### src/hdl/agf_pkg.sv
// Purpose: shared constants and types for the address generator and fetch trap
// Assumes: 8-bit data, 16-bit addresses
// Notes: opcode decode covers only the groups this block needs
package agf_pkg;
  localparam logic [15:0] TRAP_VEC_HI = 16'hFFEE;
  localparam logic [15:0] TRAP_VEC_LO = 16'hFFEF;
  localparam logic [15:0] REG_SPACE_LO = 16'h0000;
  localparam logic [15:0] REG_SPACE_HI = 16'h001F;
  localparam logic [15:0] RESET_VEC = 16'hFFFE;
  localparam logic [1:0] MASK_WINDOW_CYC = 2'h2;
  localparam logic [7:0] OP_CLI = 8'h0E;
  localparam logic [7:0] OP_SEI = 8'h0F;
  localparam logic [7:0] OP_TAP = 8'h06;
  localparam logic [7:0] OP_LDS_IMM = 8'h8E;
  localparam logic [7:0] OP_LDX_IMM = 8'hCE;
  localparam logic [7:0] OP_AIM_IDX = 8'h61;
  localparam logic [7:0] OP_OIM_IDX = 8'h62;
  localparam logic [7:0] OP_EIM_IDX = 8'h65;
  localparam logic [7:0] OP_TIM_IDX = 8'h6B;
  localparam logic [7:0] OP_AIM_DIR = 8'h71;
  localparam logic [7:0] OP_OIM_DIR = 8'h72;
  localparam logic [7:0] OP_EIM_DIR = 8'h75;
  localparam logic [7:0] OP_TIM_DIR = 8'h7B;
  localparam int STACK_BYTES = 7;

  typedef enum logic [2:0] {
    AM_ACC = 3'h0,
    AM_IMM = 3'h1,
    AM_DIR = 3'h2,
    AM_EXT = 3'h3,
    AM_IDX = 3'h4,
    AM_INH = 3'h5,
    AM_REL = 3'h6,
    AM_BAD = 3'h7
  } agf_mode_t;

  typedef struct packed {
    agf_mode_t mode;
    logic [1:0] len;
    logic acc_b;
    logic wide_imm;
    logic bitop;
  } agf_dec_t;

  typedef struct packed {
    logic req;
    logic [15:0] addr;
    logic fetch;
    logic wr;
    logic [7:0] wdata;
  } agf_bus_t;
endpackage : agf_pkg

### src/hdl/agf_decode.sv
// Purpose: opcode to addressing mode and length decoder
// Assumes: combinational, one opcode in
// Notes: only opcode 00 returns mode AM_BAD; other undefined opcodes get the mode of their group
`timescale 1ns/10ps
`default_nettype none
module agf_decode (
  input wire logic [7:0] OPCODE,
  output agf_pkg::agf_dec_t DEC
);
  import agf_pkg::*;
  logic [3:0] hi;
  assign hi = OPCODE[7:4];
  always_comb begin
    DEC = '{mode: AM_BAD, len: 2'h1, acc_b: 1'b0, wide_imm: 1'b0, bitop: 1'b0};
    DEC.acc_b = OPCODE[6];
    unique case (hi)
      4'h0, 4'h1, 4'h3: begin
        if (OPCODE == 8'h00) begin
          DEC.mode = AM_BAD;
        end else begin
          DEC.mode = AM_INH; // RULE16
          DEC.len = 2'h1;
        end
      end
      4'h2: begin
        DEC.mode = AM_REL; // RULE17
        DEC.len = 2'h2;
      end
      4'h4, 4'h5: begin
        DEC.mode = AM_ACC; // RULE9
        DEC.len = 2'h1;
      end
      4'h6: begin
        DEC.mode = AM_IDX;
        DEC.bitop = (OPCODE == OP_AIM_IDX) || (OPCODE == OP_OIM_IDX) ||
                    (OPCODE == OP_EIM_IDX) || (OPCODE == OP_TIM_IDX);
        DEC.len = DEC.bitop ? 2'h3 : 2'h2; // RULE15
      end
      4'h7: begin
        DEC.bitop = (OPCODE == OP_AIM_DIR) || (OPCODE == OP_OIM_DIR) ||
                    (OPCODE == OP_EIM_DIR) || (OPCODE == OP_TIM_DIR);
        DEC.mode = DEC.bitop ? AM_DIR : AM_EXT; // RULE11
        DEC.len = 2'h3; // RULE12
      end
      4'h8, 4'hC: begin
        DEC.mode = AM_IMM; // RULE10
        DEC.wide_imm = (OPCODE == OP_LDS_IMM) || (OPCODE == OP_LDX_IMM) || (OPCODE == 8'hC3);
        DEC.len = DEC.wide_imm ? 2'h3 : 2'h2;
      end
      4'h9, 4'hD: begin
        DEC.mode = AM_DIR;
        DEC.len = 2'h2;
      end
      4'hA, 4'hE: begin
        DEC.mode = AM_IDX;
        DEC.len = 2'h2;
      end
      4'hB, 4'hF: begin
        DEC.mode = AM_EXT;
        DEC.len = 2'h3;
      end
    endcase
  end
endmodule : agf_decode
`default_nettype wire

### src/hdl/agf_core.sv
// Purpose: cpu front end: address generation, fetch trap, mask timing
// Assumes: memory answers every request in the next cycle with MEM_RDATA
// Notes: executes only the effective-address part of each instruction
// Function
// [RULE1] undefined opcode stacks registers like interrupt, vectors from FFEE/FFEF; code traps only opcode 00
// [RULE2] fetch trap outranks every interrupt, below only reset
// [RULE3] opcode fetch from 0000..001F raises the same trap
// [RULE4] address check applies to opcode fetches only, not data access
// [RULE5] fetches from empty external memory raise nothing
// [RULE6] stacked return address is the faulting fetch address
// [RULE7] D is A high and B low; writing D overwrites both
// [RULE8] seven addressing modes chosen by instruction type and opcode
// [RULE9] accumulator mode one byte, acts on A or B per opcode; code sets acc_b from opcode bit 6, which is 1 for both 4x and 5x
// [RULE10] immediate operand is byte two; stack/index loads take bytes two-three
// [RULE11] direct uses byte two as page-zero address; bit ops three bytes
// [RULE12] extended address is byte two high, byte three low
// [RULE13] indexed adds unsigned offset to index low byte, carry into high
// [RULE14] indexed address kept in temporary register, index unchanged
// [RULE15] indexed two bytes, four bit-manipulation ops three bytes
// [RULE16] implied one byte, target register fixed by opcode
// [RULE17] relative adds signed byte two to pc low, carry into high
// [RULE18] irq accepted between mask clear and set only after over 2 cycles; code counts the window in ST_ADDR states, not cycles
// [RULE19] same window applies when condition-code transfer changes the mask
// [RULE20] vector high byte from lower vector address, low from next
`timescale 1ns/10ps
`default_nettype none
module agf_core (
  input wire logic REF_CLK,
  input wire logic RST_N,
  input wire logic IRQ_N,
  output agf_pkg::agf_bus_t MEM,
  input wire logic [7:0] MEM_RDATA,
  output logic [15:0] EA,
  output logic EA_VALID,
  output logic [2:0] EA_MODE,
  output logic TRAP_TAKEN,
  output logic IRQ_TAKEN,
  output logic [15:0] PC,
  output logic [15:0] IX,
  output logic [15:0] ACC_D,
  input wire logic D_WE,
  input wire logic [15:0] D_WDATA,
  input wire logic A_WE,
  input wire logic B_WE,
  input wire logic [7:0] AB_WDATA,
  input wire logic IX_WE,
  input wire logic [15:0] IX_WDATA,
  output logic IMASK
);
  import agf_pkg::*;

  typedef enum logic [3:0] {
    ST_RST0 = 4'h0,
    ST_RST1 = 4'h1,
    ST_FETCH = 4'h2,
    ST_DECODE = 4'h3,
    ST_OPND1 = 4'h4,
    ST_OPND2 = 4'h5,
    ST_ADDR = 4'h6,
    ST_STACK = 4'h7,
    ST_VECH = 4'h8,
    ST_VECL = 4'h9,
    ST_VECD = 4'hA
  } agf_state_t;

  agf_state_t state_q;
  logic [15:0] pc_q, op_pc_q, tmp_q, ix_q, sp_q, vec_q;
  logic [7:0] opc_q, b2_q, b3_q, acc_a_q, acc_b_q, ccr_q;
  logic [1:0] cnt_q;
  logic [2:0] stk_q;
  logic trap_q, irq_q, irq_pend;
  logic [1:0] win_q;
  logic mask_q;
  agf_dec_t dec_q, dec;
  agf_bus_t bus;
  logic [15:0] ea_d;
  logic [7:0] stk_byte;
  logic ea_valid_q, trap_taken_q, irq_taken_q;
  logic [15:0] ea_q;
  logic fetch_trap;
  logic cli_like, sei_like;

  agf_decode u_dec (
    .OPCODE(MEM_RDATA),
    .DEC(dec)
  );

  // address trap only looks at opcode fetches; empty external space is not seen
  assign fetch_trap = (MEM_RDATA == 8'h00) || (dec.mode == AM_BAD) ||
                      ((op_pc_q >= REG_SPACE_LO) && (op_pc_q <= REG_SPACE_HI)); // RULE3 RULE4 RULE5

  // a level request waits until the window after a mask clear has run out
  assign irq_pend = !IRQ_N && !mask_q && (win_q == 2'h0);

  // effective address per mode
  always_comb begin
    ea_d = 16'h0000;
    unique case (dec_q.mode)
      AM_DIR: ea_d = {8'h00, b2_q}; // RULE11
      AM_EXT: ea_d = {b2_q, b3_q}; // RULE12
      AM_IDX: ea_d = ix_q + {8'h00, (dec_q.bitop ? b3_q : b2_q)}; // RULE13
      AM_REL: ea_d = pc_q + {{8{b2_q[7]}}, b2_q}; // RULE17
      AM_IMM: ea_d = op_pc_q + 16'h0001; // RULE10
      AM_ACC, AM_INH, AM_BAD: ea_d = 16'h0000; // RULE9 RULE16
    endcase
  end

  always_comb begin
    unique case (stk_q)
      3'h0: stk_byte = op_pc_q[7:0]; // RULE6
      3'h1: stk_byte = op_pc_q[15:8];
      3'h2: stk_byte = ix_q[7:0];
      3'h3: stk_byte = ix_q[15:8];
      3'h4: stk_byte = acc_a_q;
      3'h5: stk_byte = acc_b_q;
      default: stk_byte = ccr_q;
    endcase
  end

  // read data lag their request by one state, so every read is issued one state early
  always_comb begin
    bus = '{req: 1'b0, addr: 16'h0000, fetch: 1'b0, wr: 1'b0, wdata: 8'h00};
    unique case (state_q)
      ST_RST0: begin
        bus.req = 1'b1;
        bus.addr = RESET_VEC;
      end
      ST_RST1: begin
        bus.req = 1'b1;
        bus.addr = RESET_VEC + 16'h0001;
      end
      ST_FETCH: begin
        bus.req = !(trap_q || irq_q);
        bus.addr = pc_q;
        bus.fetch = 1'b1; // RULE4
      end
      ST_DECODE: begin
        // byte two is requested while the opcode is decoded
        bus.req = 1'b1;
        bus.addr = pc_q;
      end
      ST_OPND1: begin
        // byte three, when there is one, is asked for while byte two arrives
        bus.req = (cnt_q == 2'h2);
        bus.addr = pc_q + 16'h0001;
      end
      ST_STACK: begin
        bus.req = 1'b1;
        bus.wr = 1'b1;
        bus.addr = sp_q;
        bus.wdata = stk_byte; // RULE1
      end
      ST_VECH: begin
        bus.req = 1'b1;
        bus.addr = vec_q; // RULE20
      end
      ST_VECL: begin
        bus.req = 1'b1;
        bus.addr = vec_q + 16'h0001; // RULE20
      end
      ST_OPND2, ST_ADDR, ST_VECD: bus.req = 1'b0;
    endcase
  end
  assign MEM = bus;

  // sequencer
  always_ff @(posedge REF_CLK) begin
    if (!RST_N) begin
      state_q <= ST_RST0;
      pc_q <= 16'h0000;
      op_pc_q <= 16'h0000;
      opc_q <= 8'h00;
      b2_q <= 8'h00;
      b3_q <= 8'h00;
      cnt_q <= 2'h0;
      stk_q <= 3'h0;
      sp_q <= 16'h0000;
      vec_q <= 16'h0000;
      trap_q <= 1'b0;
      irq_q <= 1'b0;
      dec_q <= '{mode: AM_INH, len: 2'h1, acc_b: 1'b0, wide_imm: 1'b0, bitop: 1'b0};
    end else begin
      unique case (state_q)
        ST_RST0: begin
          state_q <= ST_RST1;
        end
        ST_RST1: begin
          // data of the request made in ST_RST0
          pc_q[15:8] <= MEM_RDATA;
          state_q <= ST_VECD;
        end
        ST_FETCH: begin
          op_pc_q <= pc_q;
          if (trap_q || irq_q) begin
            stk_q <= 3'h0;
            state_q <= ST_STACK;
          end else begin
            pc_q <= pc_q + 16'h0001;
            state_q <= ST_DECODE;
          end
        end
        ST_DECODE: begin
          opc_q <= MEM_RDATA;
          dec_q <= dec; // RULE8
          if (fetch_trap) begin
            trap_q <= 1'b1; // RULE2
            // rewind so the faulting address is stacked and retried
            pc_q <= op_pc_q; // RULE6
            vec_q <= TRAP_VEC_HI; // RULE1
            state_q <= ST_FETCH;
          end else if (dec.len == 2'h1) begin
            state_q <= ST_ADDR;
          end else begin
            cnt_q <= dec.len - 2'h1;
            state_q <= ST_OPND1;
          end
        end
        ST_OPND1: begin
          b2_q <= MEM_RDATA;
          pc_q <= pc_q + 16'h0001;
          state_q <= (cnt_q == 2'h2) ? ST_OPND2 : ST_ADDR;
        end
        ST_OPND2: begin
          b3_q <= MEM_RDATA;
          pc_q <= pc_q + 16'h0001;
          state_q <= ST_ADDR;
        end
        ST_ADDR: begin
          if (!trap_q && irq_pend) begin
            irq_q <= 1'b1;
            vec_q <= RESET_VEC - 16'h0008;
          end
          state_q <= ST_FETCH;
        end
        ST_STACK: begin
          sp_q <= sp_q - 16'h0001;
          stk_q <= stk_q + 3'h1;
          if (stk_q == 3'(STACK_BYTES - 1)) begin
            state_q <= ST_VECH;
          end
        end
        ST_VECH: begin
          // vector high byte arrives in ST_VECL
          state_q <= ST_VECL;
        end
        ST_VECL: begin
          pc_q[15:8] <= MEM_RDATA; // RULE20
          state_q <= ST_VECD;
        end
        ST_VECD: begin
          // reset load ends here too, with both flags already clear
          pc_q[7:0] <= MEM_RDATA; // RULE20
          trap_q <= 1'b0;
          irq_q <= 1'b0;
          state_q <= ST_FETCH;
        end
      endcase
    end
  end

  // interrupt mask and acceptance window after it is cleared
  assign cli_like = (state_q == ST_DECODE) && !fetch_trap &&
                    ((MEM_RDATA == OP_CLI) || ((MEM_RDATA == OP_TAP) && !acc_a_q[4]));
  assign sei_like = (state_q == ST_DECODE) && !fetch_trap &&
                    ((MEM_RDATA == OP_SEI) || ((MEM_RDATA == OP_TAP) && acc_a_q[4]));
  always_ff @(posedge REF_CLK) begin
    if (!RST_N) begin
      mask_q <= 1'b1;
      win_q <= 2'h0;
      ccr_q <= 8'hD0;
    end else begin
      if (cli_like) begin
        mask_q <= 1'b0;
        win_q <= MASK_WINDOW_CYC; // RULE18 RULE19
      end else if (sei_like) begin
        mask_q <= 1'b1;
      end else if ((state_q == ST_STACK) && (stk_q == 3'(STACK_BYTES - 1))) begin
        mask_q <= 1'b1;
      end
      if (!cli_like && (state_q == ST_ADDR) && (win_q != 2'h0)) begin
        win_q <= win_q - 2'h1; // RULE18
      end
      ccr_q[4] <= mask_q;
    end
  end

  // accumulators: D is A:B
  always_ff @(posedge REF_CLK) begin
    if (!RST_N) begin
      acc_a_q <= 8'h00;
      acc_b_q <= 8'h00;
    end else if (D_WE) begin
      acc_a_q <= D_WDATA[15:8]; // RULE7
      acc_b_q <= D_WDATA[7:0]; // RULE7
    end else begin
      if (A_WE) begin
        acc_a_q <= AB_WDATA;
      end
      if (B_WE) begin
        acc_b_q <= AB_WDATA;
      end
    end
  end

  always_ff @(posedge REF_CLK) begin
    if (!RST_N) begin
      ix_q <= 16'h0000;
    end else if (IX_WE) begin
      ix_q <= IX_WDATA; // RULE14
    end
  end

  // temporary address register and outputs
  always_ff @(posedge REF_CLK) begin
    if (!RST_N) begin
      tmp_q <= 16'h0000;
      ea_q <= 16'h0000;
      ea_valid_q <= 1'b0;
      trap_taken_q <= 1'b0;
      irq_taken_q <= 1'b0;
    end else begin
      ea_valid_q <= (state_q == ST_ADDR);
      trap_taken_q <= (state_q == ST_VECD) && trap_q;
      irq_taken_q <= (state_q == ST_VECD) && irq_q && !trap_q;
      if (state_q == ST_ADDR) begin
        tmp_q <= ea_d; // RULE14
        ea_q <= ea_d;
      end
    end
  end

  assign EA = ea_q;
  assign EA_VALID = ea_valid_q;
  assign EA_MODE = dec_q.mode;
  assign TRAP_TAKEN = trap_taken_q;
  assign IRQ_TAKEN = irq_taken_q;
  assign PC = pc_q;
  assign IX = ix_q;
  assign ACC_D = {acc_a_q, acc_b_q}; // RULE7
  assign IMASK = mask_q;
endmodule : agf_core
`default_nettype wire

### config.mk
export PLATFORM = sky130hd
export DESIGN_NAME = agf_core
export DESIGN_NICKNAME = d
export VERILOG_FILES = /design/src/hdl/agf_pkg.sv /design/src/hdl/agf_decode.sv /design/src/hdl/agf_core.sv
export SDC_FILE = /design/constraint.sdc
export NUM_CORES = 1
export LEC_CHECK = 0
export ABC_AREA = 1
export BUFFER_PORTS_ARGS = -buffer_cell sky130_fd_sc_hd__buf_2
export CAP_MARGIN = 20
export CORE_MARGIN = 4
export CORE_UTILIZATION = 29
export DETAILED_ROUTE_END_ITERATION = 7
export GPL_TIMING_DRIVEN = 0
export PLACE_DENSITY = 0.43
export SLEW_MARGIN = 15
export SYNTH_ARGS = -nofsm -noshare
export SYNTH_HDL_FRONTEND = slang
export SYNTH_SLANG_ARGS = --single-unit
### constraint.sdc
create_clock -name REF_CLK -period 3 [get_ports REF_CLK]
set_clock_uncertainty 0.15 [all_clocks]
set_input_delay 0.3 -clock REF_CLK [delete_from_list [all_inputs] [get_ports REF_CLK]]
set_output_delay 0.3 -clock REF_CLK [all_outputs]
set_load 0.01 [all_outputs]
Word-level counts from Yosys, hierarchy flattened
Cells that the tools add are included.

word-level totals
  register bits after elaboration = 150
  input bits = 55
  logic and storage cells = 210

cells by class
  add/sub/neg operators = 9
  order comparisons = 2
  eq/ne operators = 60
  multiplexer cells = 41
  bitwise operators = 2
  reduce and logical (&&, ||, !) cells = 72

operators with widths
  operator                                               count
  one-hot mux 16 bit (7 select lines)                    1
  one-hot mux 16 bit (6 select lines)                    1
  == test 8 x 7 -> 1 bit (second input constant)         8
  two-way mux 16 bit                                     4
  one-hot mux 8 bit (4 select lines)                     2
  adder 16 x 1 -> 16 bit (second input constant)         3
  one-hot mux 8 bit (6 select lines)                     1
  one-hot mux 5 bit (9 select lines)                     1
  == test 4 bit (second input constant)                  11
  two-way mux 8 bit                                      5
  one-hot mux 4 bit (9 select lines)                     1
  == test 4 x 3 -> 1 bit (second input constant)         8
  one-hot mux 16 bit (2 select lines)                    1
  == test 3 bit (second input constant)                  8
  == test 8 bit (second input constant)                  3
  OR reduction 2 bit                                     9
  adder 16 bit                                           1
  adder 16 x 8 -> 16 bit                                 1
  == test 4 x 2 -> 1 bit (second input constant)         4
  == test 8 x 4 -> 1 bit (second input constant)         2
  >= comparator 16 x 1 -> 1 bit (second input constant)  1
  <= comparator 16 x 5 -> 1 bit (second input constant)  1
  nonzero test 2 bit                                     8
  subtractor 16 x 1 -> 16 bit (second input constant)    1
  other kinds (32)                                       100

Depth between registers and ports, before layout
  depth in word-level cells = 16
  mapped depth = 16

By module
Synthesis repeated with hierarchy kept, for this count alone.

second synthesis, totals
  cells, all modules = 1492
  area total of the unflattened synthesis = 9326.4 µm²

modules (own cells, without submodules)
  module      times used  cells an instance  area each (µm²)  sequential area each (µm²)
  agf_core    1           1446               9111.2           2742.6
  agf_decode  1           46                 215.2            0.0

Worst setup path before layout
Ideal clock, no wire load.

  path kind = flip-flop to flip-flop
  start point = register dec_q[0] (netlist name)
  end point = register ea_q[5] (netlist: EA[5])
  arrival = 2.011 ns
  data required time = 2.718 ns
  path slack = 0.707 ns
  cell stages (with the launch flop) = 13
  buffers on the path = 1
  clock period less this slack = 2.293 ns
  cells stage by stage = dfxtp_1 clkbuf_1 nand2_1 o21ai_0 ha_1 or2_2 nand3b_1 nand2_1 or2_2 nand2_1 nand4_1 nand2_1 a21oi_1

on the way
  longest elaborated chain between the ends = 3

ends and longest elaborated chain
  element                              RTL line         source
  start: declaration                   agf_core.sv:74   agf_dec_t dec_q, dec;
  start signal: assignment             agf_core.sv:181  dec_q <= '{mode: AM_INH, len: 2'h1, acc_b: 1'b0, wide_imm: 1'b0, bitop: 1'b0};
  two-way mux 8 bit                    agf_core.sv:101  AM_IDX: ea_d = ix_q + {8'h00, (dec_q.bitop ? b3_q : b2_q)};
  adder 16 x 8 -> 16 bit               agf_core.sv:101
  one-hot mux 16 bit (6 select lines)  agf_core.sv:98   unique case (dec_q.mode)
  end signal: assignment               agf_core.sv:317  ea_q <= 16'h0000;
  end signal: assignment               agf_core.sv:327  ea_q <= ea_d;
  end: declaration                     agf_core.sv:79   logic [15:0] ea_q;

No other way between the ends.
A chain may end at the register's enable or synchronous reset.

==> key figures <==
Global route
  – GR Layer Usage met3: 0.0401
  – Vias in the first global route: 9,989
  – Grt met1 use: 0.318
  – Pin count of the biggest net entering global routing: 17
  – GR Overflow Total: 0
  – Grt peak-use layer: met2
  – First-pass GRT wire length: 60,100 um
  – Global Route Usage Sum: 0.230
  – GR Layer Usage met2: 0.366
  – Initial antenna violation count: 0

Critical path
  – R2R Path Start: dec_q[0]$_SDFFE_PN0P_
  – CP Class: register to output pin
  – Crit path buf inv count: 2
  – Setup crit start kind: register
  – CP Depth: 7
  – CP arrival: 2.40 ns
  – CP peak stage delay: 0.35 ns
  – Critical Path End: MEM[0]
  – CP dominant cell by count: ha_1
  – Req. time, crit path: 2.55 ns
  – Crit-path cells: ha_1 -> ha_1 -> inv_1 -> o21ai_0 -> a221oi_2 -> a31oi_1 -> buf_2
  – Max Fanout on Critical Path: 7
  – R2r endpoint: EA[15]$_SDFFE_PN0P_
  – Crit path launch: stk_q[0]$_SDFFE_PN0P_
  – Reg-to-reg slack, setup: 0.19 ns
  – Slowest CP cell: dfxtp_1
  – Family with the most delay on the worst path: compound AO/OA/AOI/OAI gates
  – R2R depth: 14
  – Setup crit end kind: output pin

Floorplan
  – I/O pins: 153
  – Rows: 64
  – Die Y: 186 um
  – Die area: 0.0347 sq mm
  – Chip Width: 186 um
  – Core box area: 0.0310 sq mm
  – Initial Utilization: 0.297

Layout
  – Share of layout cells above drive strength 1: 0.151
  – Design Area, Final: 0.0112 sq mm
  – Most common cell after layout, fill and taps aside: nand2_1
  – ANT cells: 0
  – Post-Route Utilization: 0.362
  – Most frequent cells in the layout: nand2_1 (342), inv_1 (188), buf_2 (160), a21oi_1 (132), dfxtp_1 (131)
  – Area Growth Syn to Fin: 21.8%
  – # fillers: 3,442
  – NumNets Final: 1,735

Logic synthesis
  – Synthesis-stage register bit count: 137
  – Fraction of registers with async set/reset: 0
  – Synth Cell Area: 0.00921 sq mm
  – Register area share after synthesis: 0.298
  – Syn avg cell area: 6.28 sq um
  – Post-synth EDFFs: 0
  – YS warnings: 0
  – Syn Inst Count: 1,466
  – Synth Flop Type: dfxtp_1
  – Distinct cells, synth: 52
  – Syn Nets: 1,556

Routing
  – Detail Route Antenna Nets: 0
  – DRT Wirelength: 39,900 um
  – # DRC: 0
  – DRT iter0 DRCs: 852
  – Vias: 10.4k
  – TritonRoute pass-1 iters: 5
  – Routed WL per cell: 19.4 um
  – Vias per cell: 5.07

Power and ir drop
  – Leakage: 5.17 nW
  – Peak VDD IR: 0.430 mV
  – PwrDens: 655 mW/mm^2

STA
  – Hold Slack: 0.0237 ns
  – Max-slew headroom: 0.452
  – Period utilisation layout: 0.950
  – Post-layout minimum cycle time: 2.85 ns
  – Fmax: 0.351 GHz
  – Slew Viols, Final: 0
  – Tightest Pin Transition: 0.823 ns
  – Final hold vios: 0
  – Final number of setup-violating endpoints: 0

CTS
  – Clk sinks: 137
  – Inserted Clock Buffers: 17
  – CTS max path bufs: 2
  – CTS Root Cell: clkbuf_16
  – Postcts setup bufs: 0
  – CTS H-tree depth: 4
  – Worst-Skew Late Latency: 0.45 ns
  – Clock-pin slew on the worst setup and hold paths: 0.06 ns
  – CTS tree: done

Placed design
  – DP Wirelength: 32,300 um
  – Area after DPL: 0.0105 sq mm
  – Global placer's final weighted congestion: 0.905
  – Port Buf Inserts: 150

Min path
  – Min-Delay Path Class: input port to register
  – Min-delay src: IX_WDATA[13]

Flow run
  – Max Cap Viol: 0

Status
  – Outcome: completed
area by class of cell:
class | count | area (sq um) | area share
multi-input cells | 1066 | 5480 | 0.488
flip-flops and latches | 137 | 2760 | 0.246
repair buffers | 161 | 861 | 0.0768
inverters | 209 | 785 | 0.0700
well taps | 396 | 495 | 0.0442
clock buffers | 19 | 443 | 0.0395
plain buffers | 53 | 231 | 0.0206
clock inverters | 13 | 168 | 0.0150
kinds of logic (layout without fill, tap and decap cells):
logic type,Yosys count,count (layout),synth area share
simple gates,657,657,0.311
compound gates,360,360,0.218
buf+inv,263,455,0.111
flops,137,137,0.298
fa+ha+maj,35,35,0.0492
xor+xnor,14,14,0.0133
repair_timing:
item                       in CTS  in global routing
hold endpoints to repair       11                  0
setup endpoints to repair       3                 21
gates resized for setup         4                 13
hold buffers                   11                  0
worst min-delay path by stage:
stage	depth (start not counted)	end	slack [ns]
6_report	3	IX[13]$_SDFFE_PN0P_	0.02
5_1_grt	5	acc_a_q[6]$_SDFFE_PN0P_	0.04
4_1_cts	3	IX[13]$_SDFFE_PN0P_	0.006
3_5_place_dp	1	sp_q[5]$_SDFFE_PN0P_	0.30
3_3_place_gp	1	sp_q[5]$_SDFFE_PN0P_	0.29
2_1_floorplan	1	sp_q[5]$_SDFFE_PN0P_	0.27
per-layer routing:
metal	vias up	part of all wire
li1	5265	-
met1	4822	0.47
met2	275	0.45
met3	50	0.046
met4	0	0.026
met5	-	0
where the power goes:
group / internal [mW] / switching [mW] / leakage (nW)
Sequential: 2.05 / 0.411 / 1.12
Clock: 1.34 / 0.916 / 0.294
Combinational: 0.890 / 1.74 / 3.75
synth_stat cells, types with 3 or more instances:
cell | number | area (sq um)
nand4_1 | 24 | 150
nor3_1 | 19 | 95.1
buf_2 | 10 | 50.1
a22oi_1 | 9 | 67.6
xor2_1 | 11 | 96.3
a221oi_1 | 9 | 78.8
inv_2 | 19 | 71.3
nand2_1 | 342 | 1280
o2111ai_1 | 7 | 61.3
clkbuf_1 | 38 | 143
nor2_1 | 129 | 484
o211ai_1 | 13 | 97.6
inv_1 | 188 | 706
dfxtp_1 | 137 | 2740
buf_4 | 3 | 22.5
o31ai_1 | 3 | 22.5
ha_1 | 33 | 413
o21ai_1 | 21 | 105
and2_1 | 3 | 18.8
nor3_2 | 3 | 30.0
o221ai_1 | 9 | 78.8
nor4_1 | 6 | 37.5
o22ai_1 | 14 | 87.6
nand3b_1 | 5 | 37.5
or2_2 | 4 | 25.0
o21ai_0 | 128 | 641
xnor2_1 | 3 | 26.3
a211oi_1 | 4 | 30.0
nand3_1 | 104 | 521
a21oi_1 | 132 | 661
nand2_2 | 4 | 25.0
a31oi_1 | 5 | 31.3
registers in the layout (all words and copies together) (netlist names), 2 cells and up:
name	flops
EA	16
EA_MODE	3
IX	16
PC	16
acc_a_q	8
acc_b_q	8
b2_q	8
b3_q	8
cnt_q	2
op_pc_q	16
sp_q	16
state_q	4
stk_q	3
vec_q	3
win_q	2
worst reg2reg max path: cells and delay by family (launching register included):
kind	cells	cell delay (ns)
buf+inv	1	0.29
flops	1	0.49
compound gates	2	0.26
fa+ha+maj	1	0.31
simple gates	10	1.22
stage by stage:
| step | power, mW | cells | worst slack, ns | setup TNS, ns |
|---|---|---|---|---|
| after floorplan | 3.99 | 1466 | 0.707 | 0 |
| after global placement | 5.10 | 2012 | 0.0697 | 0 |
| after detailed placement | 5.09 | 2012 | 0.0538 | 0 |
| after CTS | 7.38 | 2055 | 0.00930 | 0 |
| after global routing | 7.82 | 2054 | -0.0134 | -0.0134 |
| final | 7.35 | 2054 | 0.151 | 0 |
No activity file was read; power rests on OpenSTA's default activity.
